==> src/hdl/rst_pkg.sv <==
// Package: constants for the reset generator and PLL test routing
package rst_pkg;
  localparam int POR_CNT_W = 5;
  localparam logic [4:0] POR_CNT_DONE = 5'h1f;
  localparam logic [4:0] POR_CNT_RST = 5'h00;
  localparam int DEGLITCH_STAGES = 6;
  localparam int HOLD_CYCLES = 512;
  localparam int HOLD_W = 10;
  localparam logic [9:0] HOLD_COUNT = 10'h200;
  localparam logic [9:0] HOLD_RST = 10'h000;
  localparam int SYNC_STAGES = 3;
  // Reset values of the PLL register fields, loaded only while rstn is low
  localparam logic [1:0] PLL_INDIV_RST = 2'h0;
  localparam logic [3:0] PLL_ICP_RST = 4'h0;
  localparam logic [1:0] PLL_OUTDIV_RST = 2'h0;
  localparam logic [3:0] PLL_POLTST_RST = 4'h0;
  // Port A pin positions for test routing
  localparam int PA_INDIV1 = 0;
  localparam int PA_INDIV0 = 1;
  localparam int PA_ICP3 = 2;
  localparam int PA_ICP0 = 5;
  localparam int PA_OUTDIV1 = 6;
  localparam int PA_OUTDIV0 = 7;
  localparam int PA_ENB = 8;
  localparam int PA_POLTST0 = 9;
  localparam int PA_POLTST3 = 12;
  localparam int PA_TEST = 13;
  localparam int PA_OBS_LO = 3;
  localparam int PA_OBS_HI = 7;
endpackage

==> src/hdl/reset_gen_and_pll_test_mux.sv <==
// Reset generator, per-module reset matrix and PLL test-mode pin routing
`timescale 1ns/1ps
`default_nettype none
module reset_gen_and_pll_test_mux
  import rst_pkg::*;
(
  input wire logic clk_sys,
  input wire logic rstn,
  input wire logic por_pulse,
  input wire logic ext_reset_n,
  input wire logic wdog_enable,
  input wire logic wdog_expire,
  input wire logic wdog_serviced,
  input wire logic host_iface_rst_bit,
  input wire logic sw_service_write,
  input wire logic pll_bypass_test_n,
  input wire logic selftest_enable_n,
  input wire logic osc_input_pin,
  input wire logic [13:0] port_a_in,
  input wire logic tck_in,
  input wire logic td1_in,
  input wire logic [1:0] fw_indiv,
  input wire logic [3:0] fw_icp,
  input wire logic [1:0] fw_outdiv,
  input wire logic [3:0] fw_poltst,
  input wire logic pll_divider_out,
  input wire logic pll_pump_up,
  input wire logic pll_lock,
  input wire logic pll_pump_down,
  input wire logic pll_clock_out,
  output logic hw_reset,
  output logic rst_core,
  output logic rst_eth_front_end,
  output logic rst_dma,
  output logic rst_general_module,
  output logic rst_serial_module,
  output logic rst_embedded_host_iface,
  output logic rst_mem_ctrl,
  output logic rst_general_sticky_fields,
  output logic port_c_bit4_out,
  output logic osc_on,
  output logic core_clock_sel_osc,
  output logic [1:0] pll_indiv,
  output logic [3:0] pll_icp,
  output logic [1:0] pll_outdiv,
  output logic [3:0] pll_poltst,
  output logic pll_disable,
  output logic pll_test,
  output logic pll_ref_clk,
  output logic pll_fb_clk,
  output logic [4:0] port_a_obs_out,
  output logic [4:0] port_a_obs_oe
);
  typedef enum logic [1:0] {
    ST_IDLE,
    ST_HOLD
  } hold_state_t;

  typedef struct packed {
    logic [DEGLITCH_STAGES-1:0] dg;
    logic ext_armed;
    hold_state_t st;
    logic [HOLD_W-1:0] hold_cnt;
    logic hw_rst;
    logic wd_rst;
    logic sw_rst;
    logic host_rst;
    logic core;
    logic eth;
    logic dma;
    logic gen;
    logic serial_module;
    logic hif;
    logic mem;
    logic gen_sticky;
    logic pc4;
    logic osc_on;
    logic clk_sel;
    logic [1:0] indiv;
    logic [3:0] icp;
    logic [1:0] outdiv;
    logic [3:0] poltst;
    logic dis;
    logic tst;
    logic ckr;
    logic ckdiv;
    logic [4:0] obs;
    logic [4:0] obs_oe;
  } state_t;

  state_t s_q;
  state_t s_d;
  logic [POR_CNT_W-1:0] por_cnt_q;
  logic por_trig_q;
  logic ext_lvl;
  logic test_lvl;
  logic bist_lvl;

  // Power-on counter: async clear is a constant so the pad pulse never
  // reaches a data input; the trigger pulses once at the terminal count
  always_ff @(posedge clk_sys or posedge por_pulse) begin
    if (por_pulse) begin
      por_cnt_q <= POR_CNT_RST;
      por_trig_q <= 1'b0;
    end else if (por_cnt_q != POR_CNT_DONE) begin
      por_cnt_q <= por_cnt_q + 5'h01;
      por_trig_q <= (por_cnt_q == POR_CNT_DONE - 5'h01);
    end else begin
      por_trig_q <= 1'b0;
    end
  end

  // Pins from outside the clock domain
  pin_sync #(.RST_VAL(1'b1)) u_sync_ext (
    .clk_sys(clk_sys), .rstn(rstn), .pin(ext_reset_n), .level(ext_lvl)
  );
  pin_sync #(.RST_VAL(1'b1)) u_sync_test (
    .clk_sys(clk_sys), .rstn(rstn), .pin(pll_bypass_test_n), .level(test_lvl)
  );
  pin_sync #(.RST_VAL(1'b1)) u_sync_bist (
    .clk_sys(clk_sys), .rstn(rstn), .pin(selftest_enable_n), .level(bist_lvl)
  );

  // Tester and PLL lines also come from outside the clock domain; each bit
  // has its own synchroniser, so a multi-bit field may show a mixed value
  // for one cycle while it changes. The tester holds its levels steady, and
  // the observation bits are only passed on, never decoded.
  localparam int ASYNC_N = 21;
  logic [ASYNC_N-1:0] async_raw;
  logic [ASYNC_N-1:0] async_lvl;
  logic [13:0] pa_lvl;
  logic tck_lvl;
  logic td1_lvl;
  logic [4:0] obs_lvl;

  // Raw lines gathered; observation bits on top, port A at the bottom
  assign async_raw = {
    pll_clock_out,
    pll_pump_down,
    pll_lock,
    pll_pump_up,
    pll_divider_out,
    td1_in,
    tck_in,
    port_a_in
  };
  assign pa_lvl = async_lvl[13:0];
  assign tck_lvl = async_lvl[14];
  assign td1_lvl = async_lvl[15];
  assign obs_lvl = async_lvl[20:16];

  // One three-stage synchroniser per line, idle low out of reset
  for (genvar i = 0; i < ASYNC_N; i++) begin : g_sync
    pin_sync #(.RST_VAL(1'b0)) u_sync (
      .clk_sys(clk_sys),
      .rstn(rstn),
      .pin(async_raw[i]),
      .level(async_lvl[i])
    );
  end

  always_comb begin
    logic ext_trig;
    logic hw_any;
    ext_trig = 1'b0;
    hw_any = 1'b0;
    s_d = s_q;
    // Deglitch chain: a low seen in every stage arms the trigger,
    // which fires once every stage is back high
    s_d.dg = {s_q.dg[DEGLITCH_STAGES-2:0], ext_lvl};
    if (s_q.dg == '0) begin
      s_d.ext_armed = 1'b1;
    end else if (s_q.ext_armed && (s_q.dg == '1)) begin
      s_d.ext_armed = 1'b0;
      ext_trig = 1'b1;
    end
    // Hardware reset hold; a new trigger restarts the full period
    unique case (s_q.st)
      ST_IDLE: begin
        if (por_trig_q || ext_trig) begin
          s_d.st = ST_HOLD;
          s_d.hold_cnt = HOLD_COUNT - 10'h001;
          s_d.hw_rst = 1'b1;
        end
      end
      ST_HOLD: begin
        if (por_trig_q || ext_trig) begin
          s_d.hold_cnt = HOLD_COUNT - 10'h001;
        end else if (s_q.hold_cnt == HOLD_RST) begin
          s_d.st = ST_IDLE;
          s_d.hw_rst = 1'b0;
        end else begin
          s_d.hold_cnt = s_q.hold_cnt - 10'h001;
        end
      end
    endcase
    // Watchdog fires only if enabled and not serviced in the same cycle
    s_d.wd_rst = wdog_enable && wdog_expire && !wdog_serviced;
    s_d.host_rst = host_iface_rst_bit;
    s_d.sw_rst = sw_service_write;
    // Reset matrix
    hw_any = s_q.hw_rst || s_q.wd_rst;
    s_d.core = hw_any || s_q.host_rst;
    s_d.eth = hw_any || s_q.host_rst || s_q.sw_rst;
    s_d.dma = hw_any || s_q.host_rst || s_q.sw_rst;
    s_d.gen = hw_any || s_q.host_rst || s_q.sw_rst;
    s_d.serial_module = hw_any || s_q.host_rst || s_q.sw_rst;
    s_d.hif = hw_any;
    s_d.mem = hw_any;
    s_d.gen_sticky = hw_any;
    s_d.pc4 = s_q.host_rst || s_q.sw_rst;
    // PLL test routing; the clock select is a control, the clock mux itself
    // sits in the analog wrapper, so no clock runs through this logic
    s_d.osc_on = test_lvl;
    s_d.clk_sel = !test_lvl;
    if (!test_lvl) begin
      s_d.indiv = {pa_lvl[PA_INDIV1], pa_lvl[PA_INDIV0]};
      s_d.icp = {pa_lvl[PA_ICP3], pa_lvl[PA_ICP3+1],
                 pa_lvl[PA_ICP0-1], pa_lvl[PA_ICP0]};
      s_d.outdiv = {pa_lvl[PA_OUTDIV1], pa_lvl[PA_OUTDIV0]};
      s_d.poltst = {pa_lvl[PA_POLTST3], pa_lvl[PA_POLTST3-1],
                    pa_lvl[PA_POLTST0+1], pa_lvl[PA_POLTST0]};
      s_d.tst = pa_lvl[PA_TEST];
      s_d.ckr = tck_lvl;
      s_d.ckdiv = td1_lvl;
      s_d.dis = bist_lvl ? 1'b1 : pa_lvl[PA_ENB];
    end else begin
      s_d.indiv = fw_indiv;
      s_d.icp = fw_icp;
      s_d.outdiv = fw_outdiv;
      s_d.poltst = fw_poltst;
      s_d.tst = 1'b0;
      s_d.dis = 1'b0;
      s_d.ckr = 1'b0;
      s_d.ckdiv = 1'b0;
    end
    // Observation drive only in combined test and self-test-on mode
    s_d.obs = obs_lvl;
    s_d.obs_oe = (!test_lvl && !bist_lvl) ? 5'h1f : 5'h00;
  end

  // Everything comes up cleared in reset except the deglitch chain and the oscillator enable
  always_ff @(posedge clk_sys) begin
    if (!rstn) begin
      s_q <= '0;
      s_q.dg <= '1;
      s_q.st <= ST_IDLE;
      s_q.hold_cnt <= HOLD_RST;
      s_q.osc_on <= 1'b1;
      s_q.indiv <= PLL_INDIV_RST;
      s_q.icp <= PLL_ICP_RST;
      s_q.outdiv <= PLL_OUTDIV_RST;
      s_q.poltst <= PLL_POLTST_RST;
    end else begin
      s_q <= s_d;
    end
  end

  // Every output is a register bit of the state copy
  assign hw_reset = s_q.hw_rst;
  assign rst_core = s_q.core;
  assign rst_eth_front_end = s_q.eth;
  assign rst_dma = s_q.dma;
  assign rst_general_module = s_q.gen;
  assign rst_serial_module = s_q.serial_module;
  assign rst_embedded_host_iface = s_q.hif;
  assign rst_mem_ctrl = s_q.mem;
  assign rst_general_sticky_fields = s_q.gen_sticky;
  assign port_c_bit4_out = s_q.pc4;
  assign osc_on = s_q.osc_on;
  assign core_clock_sel_osc = s_q.clk_sel;
  assign pll_indiv = s_q.indiv;
  assign pll_icp = s_q.icp;
  assign pll_outdiv = s_q.outdiv;
  assign pll_poltst = s_q.poltst;
  assign pll_disable = s_q.dis;
  assign pll_test = s_q.tst;
  assign pll_ref_clk = s_q.ckr;
  assign pll_fb_clk = s_q.ckdiv;
  assign port_a_obs_out = s_q.obs;
  assign port_a_obs_oe = s_q.obs_oe;
endmodule
`default_nettype wire

==> src/hdl/pin_sync.sv <==
// Three-stage synchroniser whose output changes when stages two and three agree
`timescale 1ns/1ps
`default_nettype none
module pin_sync
  import rst_pkg::*;
#(
  parameter logic RST_VAL = 1'b1
) (
  input wire logic clk_sys,
  input wire logic rstn,
  input wire logic pin,
  output logic level
);
  typedef struct packed {
    logic [SYNC_STAGES-1:0] sh;
    logic lvl;
  } sync_t;
  sync_t s_q;
  sync_t s_d;

  // Stage one feeds only stage two; the agree test looks at two and three
  always_comb begin
    s_d = s_q;
    s_d.sh = {s_q.sh[SYNC_STAGES-2:0], pin};
    if (s_q.sh[1] == s_q.sh[2]) begin
      s_d.lvl = s_q.sh[2];
    end
  end

  always_ff @(posedge clk_sys) begin
    if (!rstn) begin
      s_q <= {{SYNC_STAGES{RST_VAL}}, RST_VAL};
    end else begin
      s_q <= s_d;
    end
  end

  assign level = s_q.lvl;
endmodule
`default_nettype wire

==> config.mk <==
export PLATFORM = sky130hd
export DESIGN_NAME = reset_gen_and_pll_test_mux
export DESIGN_NICKNAME = d
export VERILOG_FILES = /design/src/hdl/rst_pkg.sv /design/src/hdl/reset_gen_and_pll_test_mux.sv /design/src/hdl/pin_sync.sv
export SDC_FILE = /design/constraint.sdc
export NUM_CORES = 1
export LEC_CHECK = 0
export ABC_CLOCK_PERIOD_IN_PS = 2500
export BUFFER_PORTS_ARGS = -buffer_cell sky130_fd_sc_hd__buf_2
export CORE_ASPECT_RATIO = 0.75
export CORE_MARGIN = 3
export CORE_UTILIZATION = 41
export DETAILED_ROUTE_END_ITERATION = 7
export GPL_ROUTABILITY_DRIVEN = 0
export PLACE_DENSITY = 0.59
export SLEW_MARGIN = 20
export SYNTH_ARGS = -nofsm -noshare
export SYNTH_HDL_FRONTEND = slang
export SYNTH_SLANG_ARGS = --single-unit
==> constraint.sdc <==
create_clock -name clk_sys -period 2.5 [get_ports clk_sys]
set_input_delay 0.25 -clock clk_sys [delete_from_list [all_inputs] [get_ports clk_sys]]
set_output_delay 0.25 -clock clk_sys [all_outputs]
set_load 0.05 [all_outputs]
==> results of run 1 <==
[synthesized netlist by cell type (7+ instances only)]
master	n	area, um2
dfxtp_1	145	2900
and2_1	75	469
a21oi_1	31	155
nor2_1	30	113
buf_4	27	203
nand2_1	26	97.6
o21ai_0	26	130
clkbuf_1	17	63.8
nand2b_1	16	100
mux2i_1	14	140
nor3_1	7	35.0
[power groups by stage]
stage | Clock (mW) | Combinational (mW) | Sequential, mW
5_1_grt | 2.69 | 0.246 | 2.50
3_5_place_dp | 0 | 0.224 | 2.55
2_1_floorplan | 0 | 0.163 | 2.55
3_3_place_gp | 0 | 0.220 | 2.55
6_report | 2.51 | 0.221 | 2.50
4_1_cts | 2.59 | 0.226 | 2.50
[what timing repair did]
action,CTS,global route
endpoints found under the setup margin,0,0
buffers inserted,0,0
hold buffers,1,0
hold endpoints to repair,6,0
[through the flow]
step / power, mW / instance area (um2) / worst slack (ns)
CTS: 5.31 / 5930 / 0.633
global placement: 2.77 / 5330 / 0.654
floorplan: 2.72 / 4980 / 0.744
global route: 5.44 / 5930 / 0.516
finish: 5.23 / 5930 / 0.639
detailed placement: 2.77 / 5330 / 0.654
[state kept, by name, indices dropped and copies added, names as in the netlist, 2 cells and up]
name	flops
g_sync.u_sync.s_d	42
g_sync.u_sync.level	21
g_sync.u_sync.s_q	21
s_q	15
por_cnt_q	5
port_a_obs_out	5
s_d	5
pll_icp	4
pll_poltst	4
pll_indiv	2
pll_outdiv	2
u_sync_bist.s_d	2
u_sync_ext.s_d	2
u_sync_test.s_d	2
[kinds of logic (layout without fill, tap and decap cells)]
family                   Yosys count  in the layout  share of synthesized area
flip-flops                       151            151                      0.613
multiplexers                      15             15                     0.0304
adder cells (fa/ha/maj)            4              4                     0.0101
XOR/XNOR                           6              6                     0.0106
buffers and inverters             54            124                     0.0613
AND/OR/NAND/NOR                  175            175                      0.196
AO/OA/AOI/OAI                     68             68                     0.0787
[cell usage in the layout, fill, tap and decap left out, types with 3 or more instances in the layout]
cell          n
a21oi_1      31
nor3_1        7
dfrtp_1       6
o21ai_0      26
nand2b_1     16
ha_1          4
clkbuf_16    18
xnor2_1       4
clkbuf_1      3
mux2i_1      14
dfxtp_1     145
and2_1       75
buf_4         3
o31a_1        3
buf_2        81
or4_1         3
nor2_1       30
nand2_1      26
clkinvlp_4    4
inv_1         6
[critical path: cells and delay by family, from the launching register on]
kind / cells / cell delay, ns
flops: 1 / 0.31
simple gates: 3 / 0.86
fa+ha+maj: 1 / 0.22
buf+inv: 1 / 0.08
compound gates: 1 / 0.28
[layer usage]
layer,GRT usage,up-vias,share of wire
li1,-,1635,-
met1,0.151,1468,0.47
met2,0.215,66,0.46
met3,0.0506,9,0.054
met4,0.0585,0,0.016
met5,0,-,0
[cell type report]
type	count	area, um2
Inverter	7	26.3
Clock buffer	22	475
Timing Repair Buffer	85	438
Clock inverter	10	118
Multi-Input combinational cell	268	1620
Sequential cell	151	3050
Fill cell	1098	5810
Tap cell	162	203
[how the worst min path moves through the flow]
stage          slack, ns         startpoint            endpoint
6_report            0.01  selftest_enable_n  u_sync_bist.s_d[2]
5_1_grt             0.01  selftest_enable_n  u_sync_bist.s_d[2]
4_1_cts            0.002  selftest_enable_n  u_sync_bist.s_d[2]
3_5_place_dp        0.19          por_pulse        por_cnt_q[3]
3_3_place_gp        0.18          por_pulse        por_cnt_q[3]
2_1_floorplan       0.04          por_pulse        por_cnt_q[0]
==> results_dict.tcl, run 1 <==
set metrics [dict create \
    outcome "completed" \
    first_pass_iters 5 \
    timing.final.crit_period_ns 1.86 \
    syn_nets 522 \
    grt_first_pass_wirelength_um 13900 \
    synth_cell_types 42 \
    worst_ep_required_time_ns 2.79 \
    whs_path_depth 2 \
    worst_ir_drop_vdd_uv 595 \
    endpoint_kind "flop" \
    power.share.switching 0.213 \
    syn_inst 473 \
    cp-endpoint "s_q[43]" \
    path_common_cell "nor3_1" \
    track_usage 0.129 \
    power_frac_seq 0.477 \
    area_delta_synth_final_pct 19.2 \
    worst_setup_path_start_kind "flop" \
    cp_slowest_cell "or4b_4" \
    rrSetupSlack_ns 0.64 \
    power.density_nw_per_um2 882 \
    power_frac_comb 0.042 \
    post_drt_wl_per_cell_um 11.6 \
    nets 579 \
    ctsResizeCount 0 \
    final_util 0.505 \
    antenna_found_initial 0 \
    cts_made_buffers 17 \
    critPathMaxFanout 5 \
    drive_gt1_frac 0.221 \
    port_buffers 81 \
    cts.htree.levels 4 \
    finClkSkew_ns 0.00659 \
    synthesis.area_um2 4980 \
    antenna_left 0 \
    ys_warn_count 0 \
    r2r-start "s_q[41]" \
    worst-r2r-cell-count 6 \
    hpwl_um 5150 \
    cts_tree "built" \
    cp_data_arrival_time_ns 2.15 \
    antenna_cells 0 \
    holdWs_ns 0.0136 \
    cts_sinks 151 \
    clock_tree.buffer_depth 2 \
    syn_area_per_cell_um2 10.5 \
    async_flop_share 0.0397 \
    via_per_inst 4.51 \
    clockPowerShare 0.481 \
    fp.dieW_um 133 \
    seq_area_frac_synth 0.613 \
    cpPeakStageDelay_ns 0.51 \
    fin_setup_tns_ns 0 \
    path_cells "inv_1, ha_1, or4b_4, nor3_1, nor3_1, o31a_1" \
    crit_type "reg -> reg" \
    p_leak_nw 2.56 \
    switchingPower_mw 1.12 \
    grt_max_degree 94 \
    num_rows 34 \
    dp.cells 672 \
    rsz0062_at_grt "false" \
    maxSlewViolCount 0 \
    ys_ff_latch 151 \
    p_int_mw 4.11 \
    clk_pin_slew_ns 0.06 \
    grt_pass1_vias 3102 \
    vias 3178 \
    cap_violations 0 \
    fmax_mhz 537 \
    gr-total-overflow 0 \
    die_h_um 101 \
    hold_path_class "in -> reg" \
    io-pin-count 83 \
    relSlewSlack 0.515 \
    drc_errors 0 \
    synth-edff-count 0 \
    r2r_end "s_q[43]" \
    design.core.area_um2 11700 \
    clock_latency_ns 0.41 \
    initial_core_util 0.424 \
    setup_viol 0 \
    crit_path_start "s_q[41]" \
    final_hold_viol_count 0 \
    synth_flop_cell "dfxtp_1" \
    worstMarginPinSlew_ns 0.727 \
    drtIter0Drc 125 \
    post-route-period-util 0.744 \
    cts-root-buf "clkbuf_16" \
    final_cells 705 \
    die-area_um2 13500 \
    wirelength_um 8170 \
]
(Power assumes the default switching activity.)
==> inputs of run 2 (changes only) <==
Settings changed: ABC_CLOCK_PERIOD_IN_PS 2500 to 1510, PLACE_DENSITY 0.59 to 0.62.
Clock period 2.5 ns to 1.51 ns, I/O delays scaled along.
==> results_dict.tcl, run 2 (synthesis gave the netlist of run 1 again) <==
set metrics [dict create \
    hpwl_um 5550 \
    grt_first_pass_wirelength_um 15200 \
    critPathMaxFanout 3 \
    finClkSkew_ns 0.00573 \
    post-route-period-util 1.17 \
    rsz0062_at_grt "true" \
    track_usage 0.142 \
    fmax_mhz 565 \
    port_buffers 81 \
    cts_made_buffers 17 \
    gr-total-overflow 0 \
    relSlewSlack 0.620 \
    nets 642 \
    vias 3438 \
    antenna_left 0 \
    final_util 0.564 \
    area_delta_synth_final_pct 32.9 \
    cts.htree.levels 4 \
    hold_path_class "in -> reg" \
    crit_type "reg -> reg" \
    clock_latency_ns 0.41 \
    worst_setup_path_start_kind "flop" \
    initial_core_util 0.424 \
    worst_ir_drop_vdd_uv 989 \
    drc_errors 0 \
    die-area_um2 13500 \
    clk_pin_slew_ns 0.06 \
    layout_common_cells "dfxtp_1, buf_2, and2_1" \
    io-pin-count 83 \
    setup_viol 8 \
    power.density_nw_per_um2 1340 \
    final_common_cell "dfxtp_1" \
    largest_register_ffs 42 \
    antenna_found_initial 0 \
    cap_violations 0 \
    maxSlewViolCount 0 \
    die_h_um 101 \
    endpoint_kind "flop" \
    grt_pass1_vias 3365 \
    worstMarginPinSlew_ns 0.568 \
    timing.final.crit_period_ns 1.77 \
    cts-root-buf "clkbuf_16" \
    grt_max_degree 44 \
    drive_gt1_frac 0.276 \
    first_pass_iters 4 \
    post_drt_wl_per_cell_um 11.7 \
    fp.dieW_um 133 \
    setup_slack_ns -0.260 \
    violations "negative setup slack" \
    outcome "complete, but fails checks" \
    cp_data_arrival_time_ns 2.10 \
    num_rows 34 \
    drtIter0Drc 160 \
    via_per_inst 4.48 \
    wirelength_um 8980 \
    pre_cts_ws_ns -0.316 \
    final_hold_viol_count 0 \
    rrSetupSlack_ns -0.26 \
    worst_ep_required_time_ns 1.84 \
    antenna_cells 0 \
    clock_tree.buffer_depth 2 \
    design.core.area_um2 11700 \
    fin_setup_tns_ns -1.48 \
    cts_sinks 151 \
    p_leak_nw 2.88 \
    cts_tree "built" \
]
## run 2: changes by cell type in the layout (fill, tap and decap cells not counted), moves of 3 or more
cell | previous run | this run
dlygate4sd3_1 | 1 | 37
buf_4 | 3 | 28
dfxtp_1 | 145 | 142
dfxtp_2 | 0 | 3
## run 2: what timing repair did
action,in CTS,in global routing
gates resized for setup,10,6
endpoints found under the setup margin,10,12
buffers inserted,6,3
pin swaps,8,13
hold endpoints to repair,42,0
hold buffers,37,0
## run 2: path summary, 6_finish.rpt
| kind | from | to | cells after the start |
|---|---|---|---|
| max | s_q[42] | s_q[42] | 5 |
| min in group asynchronous | por_pulse | por_cnt_q[4] | 3 |
| max reg2reg | s_q[42] | s_q[42] | 5 |
| max in group asynchronous | por_pulse | por_cnt_q[3] | 3 |
| min reg2reg | u_sync_bist.s_d[2] | u_sync_bist.s_d[3] | 1 |
| min | wdog_enable | s_q[39] | 2 |
## run 2: layout make-up
class / instances / area [um2]
Sequential cell: 151 / 3060
Inverter: 7 / 26.3
Multi-Input combinational cell: 268 / 1720
Clock inverter: 12 / 150
Tap cell: 162 / 203
Clock buffer: 20 / 457
Fill cell: 1022 / 5120
Timing Repair Buffer: 148 / 1010
## run 2: critical path, stage by stage (launching register included)
cell,delay [ns]
dfxtp_1,0.33
inv_2,0.08
ha_4,0.13
or4b_4,0.48
or4_4,0.50
a41oi_2,0.18
## run 2: stage by stage
stage | instance area, um2 | power (mW) | std cells | hold WS [ns]
2_1_floorplan | 5030 | 4.50 | 473 | -0.0580
3_3_place_gp | 5500 | 4.60 | 690 | 0.0734
4_1_cts | 6570 | 8.99 | 765 | 0.000865
6_report | 6620 | 8.88 | 768 | 0.0145
3_5_place_dp | 5500 | 4.61 | 690 | 0.0787
5_1_grt | 6620 | 9.21 | 768 | 0.0292
## run 2: layer usage
layer  part of all wire  track usage
met5                  0            0
met4              0.012       0.0593
met3              0.049       0.0497
met2               0.46        0.239
met1               0.47        0.167
## run 2: report_power, final
group	internal (mW)	total (mW)	switching, mW
sequential	4.10	4.13	0.0363
combinational	0.239	0.500	0.261
clock	2.68	4.25	1.56
total	7.02	8.88	1.86
==> inputs of run 3 (changes only) <==
--- a/constraint.sdc
+++ b/constraint.sdc
@@ -3,2 +3,2 @@
 set_output_delay 0.151 -clock clk_sys [all_outputs]
-set_load 0.05 [all_outputs]
+set_load 0.02 [all_outputs]
==> results_dict.tcl, run 3 (synthesis gave the netlist of run 1 again) <==
set metrics [dict create \
    wirelength_um 9120 \
    io-pin-count 83 \
    grt_pass1_vias 3438 \
    final_common_cell "dfxtp_1" \
    vias 3444 \
    cts_sinks 151 \
    finalPower_mw 8.38 \
    crit_type "reg -> reg" \
    p_leak_nw 2.86 \
    clock_latency_ns 0.40 \
    power_frac_seq 0.494 \
    cap_violations 0 \
    rsz0062_at_grt "true" \
    antenna_found_initial 1 \
    drive_gt1_frac 0.276 \
    die_h_um 101 \
    setup_slack_ns -0.266 \
    violations "negative setup slack" \
    die-area_um2 13500 \
    cts.htree.levels 4 \
    antenna_left 0 \
    track_usage 0.146 \
    clock_tree.buffer_depth 2 \
    area_delta_synth_final_pct 31.8 \
    worst_ir_drop_vdd_uv 775 \
    fmax_mhz 563 \
    final_hold_viol_count 0 \
    setup_viol 8 \
    port_buffers 81 \
    cp_data_arrival_time_ns 2.10 \
    maxSlewViolCount 0 \
    via_per_inst 4.49 \
    finClkSkew_ns 0.00663 \
    clockPowerShare 0.456 \
    worst_ep_required_time_ns 1.83 \
    design_area_um2 6560 \
    worstMarginPinSlew_ns 0.599 \
    drc_errors 0 \
    drtIter0Drc 178 \
    worst_setup_path_start_kind "flop" \
    grt_first_pass_wirelength_um 15900 \
    power.density_nw_per_um2 1280 \
    cts_made_buffers 17 \
    cts-root-buf "clkbuf_16" \
    power.share.switching 0.220 \
    antenna_cells 0 \
    first_pass_iters 4 \
    post_drt_wl_per_cell_um 11.9 \
    endpoint_kind "flop" \
    gr-total-overflow 0 \
    critPathMaxFanout 4 \
    clk_pin_slew_ns 0.06 \
    outcome "complete, but fails checks" \
    relSlewSlack 0.599 \
    design.core.area_um2 11700 \
    initial_core_util 0.424 \
    grt_max_degree 42 \
    hpwl_um 5700 \
    largest_register_ffs 42 \
    dpl_cell_area_um2 5520 \
    fp.dieW_um 133 \
    power_frac_comb 0.051 \
    nets 641 \
    cts_tree "built" \
    p_int_mw 6.53 \
    num_rows 34 \
    hold_path_class "in -> reg" \
    post-route-period-util 1.18 \
    timing.final.crit_period_ns 1.78 \
    layout_common_cells "dfxtp_1, buf_2, and2_1" \
    switchingPower_mw 1.84 \
]
==> run 3: critical path: stages, from the launching register on <==
cell and delay, ns:
dfxtp_2 0.32, inv_2 0.07, ha_4 0.14, or4b_4 0.50
or4_4 0.50, a41oi_2 0.16
==> run 3: what timing repair did <==
| item | in CTS | in global routing |
|---|---|---|
| gates cloned | 0 | 0 |
| setup endpoints to repair | 11 | 12 |
| endpoints found under the hold margin | 43 | 0 |
| resized for setup | 10 | 8 |
| pin swaps | 6 | 7 |
| hold buffers | 38 | 0 |
| buffers inserted | 3 | 1 |
==> run 3: cell type report <==
class / count / area [um2]
Multi-Input combinational cell: 268 / 1710
Fill cell: 1025 / 5180
Clock inverter: 13 / 95.1
Inverter: 7 / 26.3
Timing Repair Buffer: 147 / 1020
Clock buffer: 19 / 453
Sequential cell: 151 / 3060
Tap cell: 162 / 203
==> run 3: routing by layer <==
layer / part of all wire / global-route usage / vias to the layer above / wire, um
li1: - / - / 1763 / -
met1: 0.47 / 0.183 / 1582 / 4300
met2: 0.46 / 0.240 / 86 / 4210
met3: 0.055 / 0.0402 / 11 / 502
met4: 0.011 / 0.0672 / 2 / 96
met5: 0.0014 / 0 / - / 13
==> run 3: power by group through the flow <==
stage | clock (mW) | combinational [mW] | sequential [mW]
detailed placement | 0 | 0.331 | 4.22
global route | 4.12 | 0.472 | 4.14
floorplan | 0 | 0.217 | 4.22
CTS | 3.93 | 0.424 | 4.13
global placement | 0 | 0.326 | 4.21
finish | 3.82 | 0.426 | 4.13
==> run 3: path summary, 6_finish.rpt <==
| path | cells after the start | slack (ns) | startpoint | endpoint |
|---|---|---|---|---|
| setup reg to reg | 5 | -0.27 | s_q[42] | s_q[42] |
| setup / recovery | 5 | -0.27 | s_q[42] | s_q[42] |
| hold / removal | 2 | 0.02 | wdog_enable | s_q[39] |
| min in group asynchronous | 3 | 0.20 | por_pulse | por_cnt_q[1] |
| hold reg to reg | 1 | 0.41 | u_sync_test.s_d[2] | u_sync_test.s_d[3] |
| max in group asynchronous | 3 | 1.11 | por_pulse | por_cnt_q[2] |
==> run 3: metrics by stage <==
stage / std cells / hold WS [ns] / util / worst slack (ns) / TNS (ns)
after floorplan: 473 / -0.0580 / - / -0.192 / -0.586
after global placement: 693 / 0.0708 / 0.470 / -0.211 / -1.25
after detailed placement: 693 / 0.0818 / 0.470 / -0.248 / -1.84
after CTS: 766 / 0.000458 / 0.556 / -0.250 / -1.27
after global routing: 767 / 0.0105 / 0.559 / -0.307 / -1.89
final: 767 / 0.0155 / 0.559 / -0.266 / -1.32
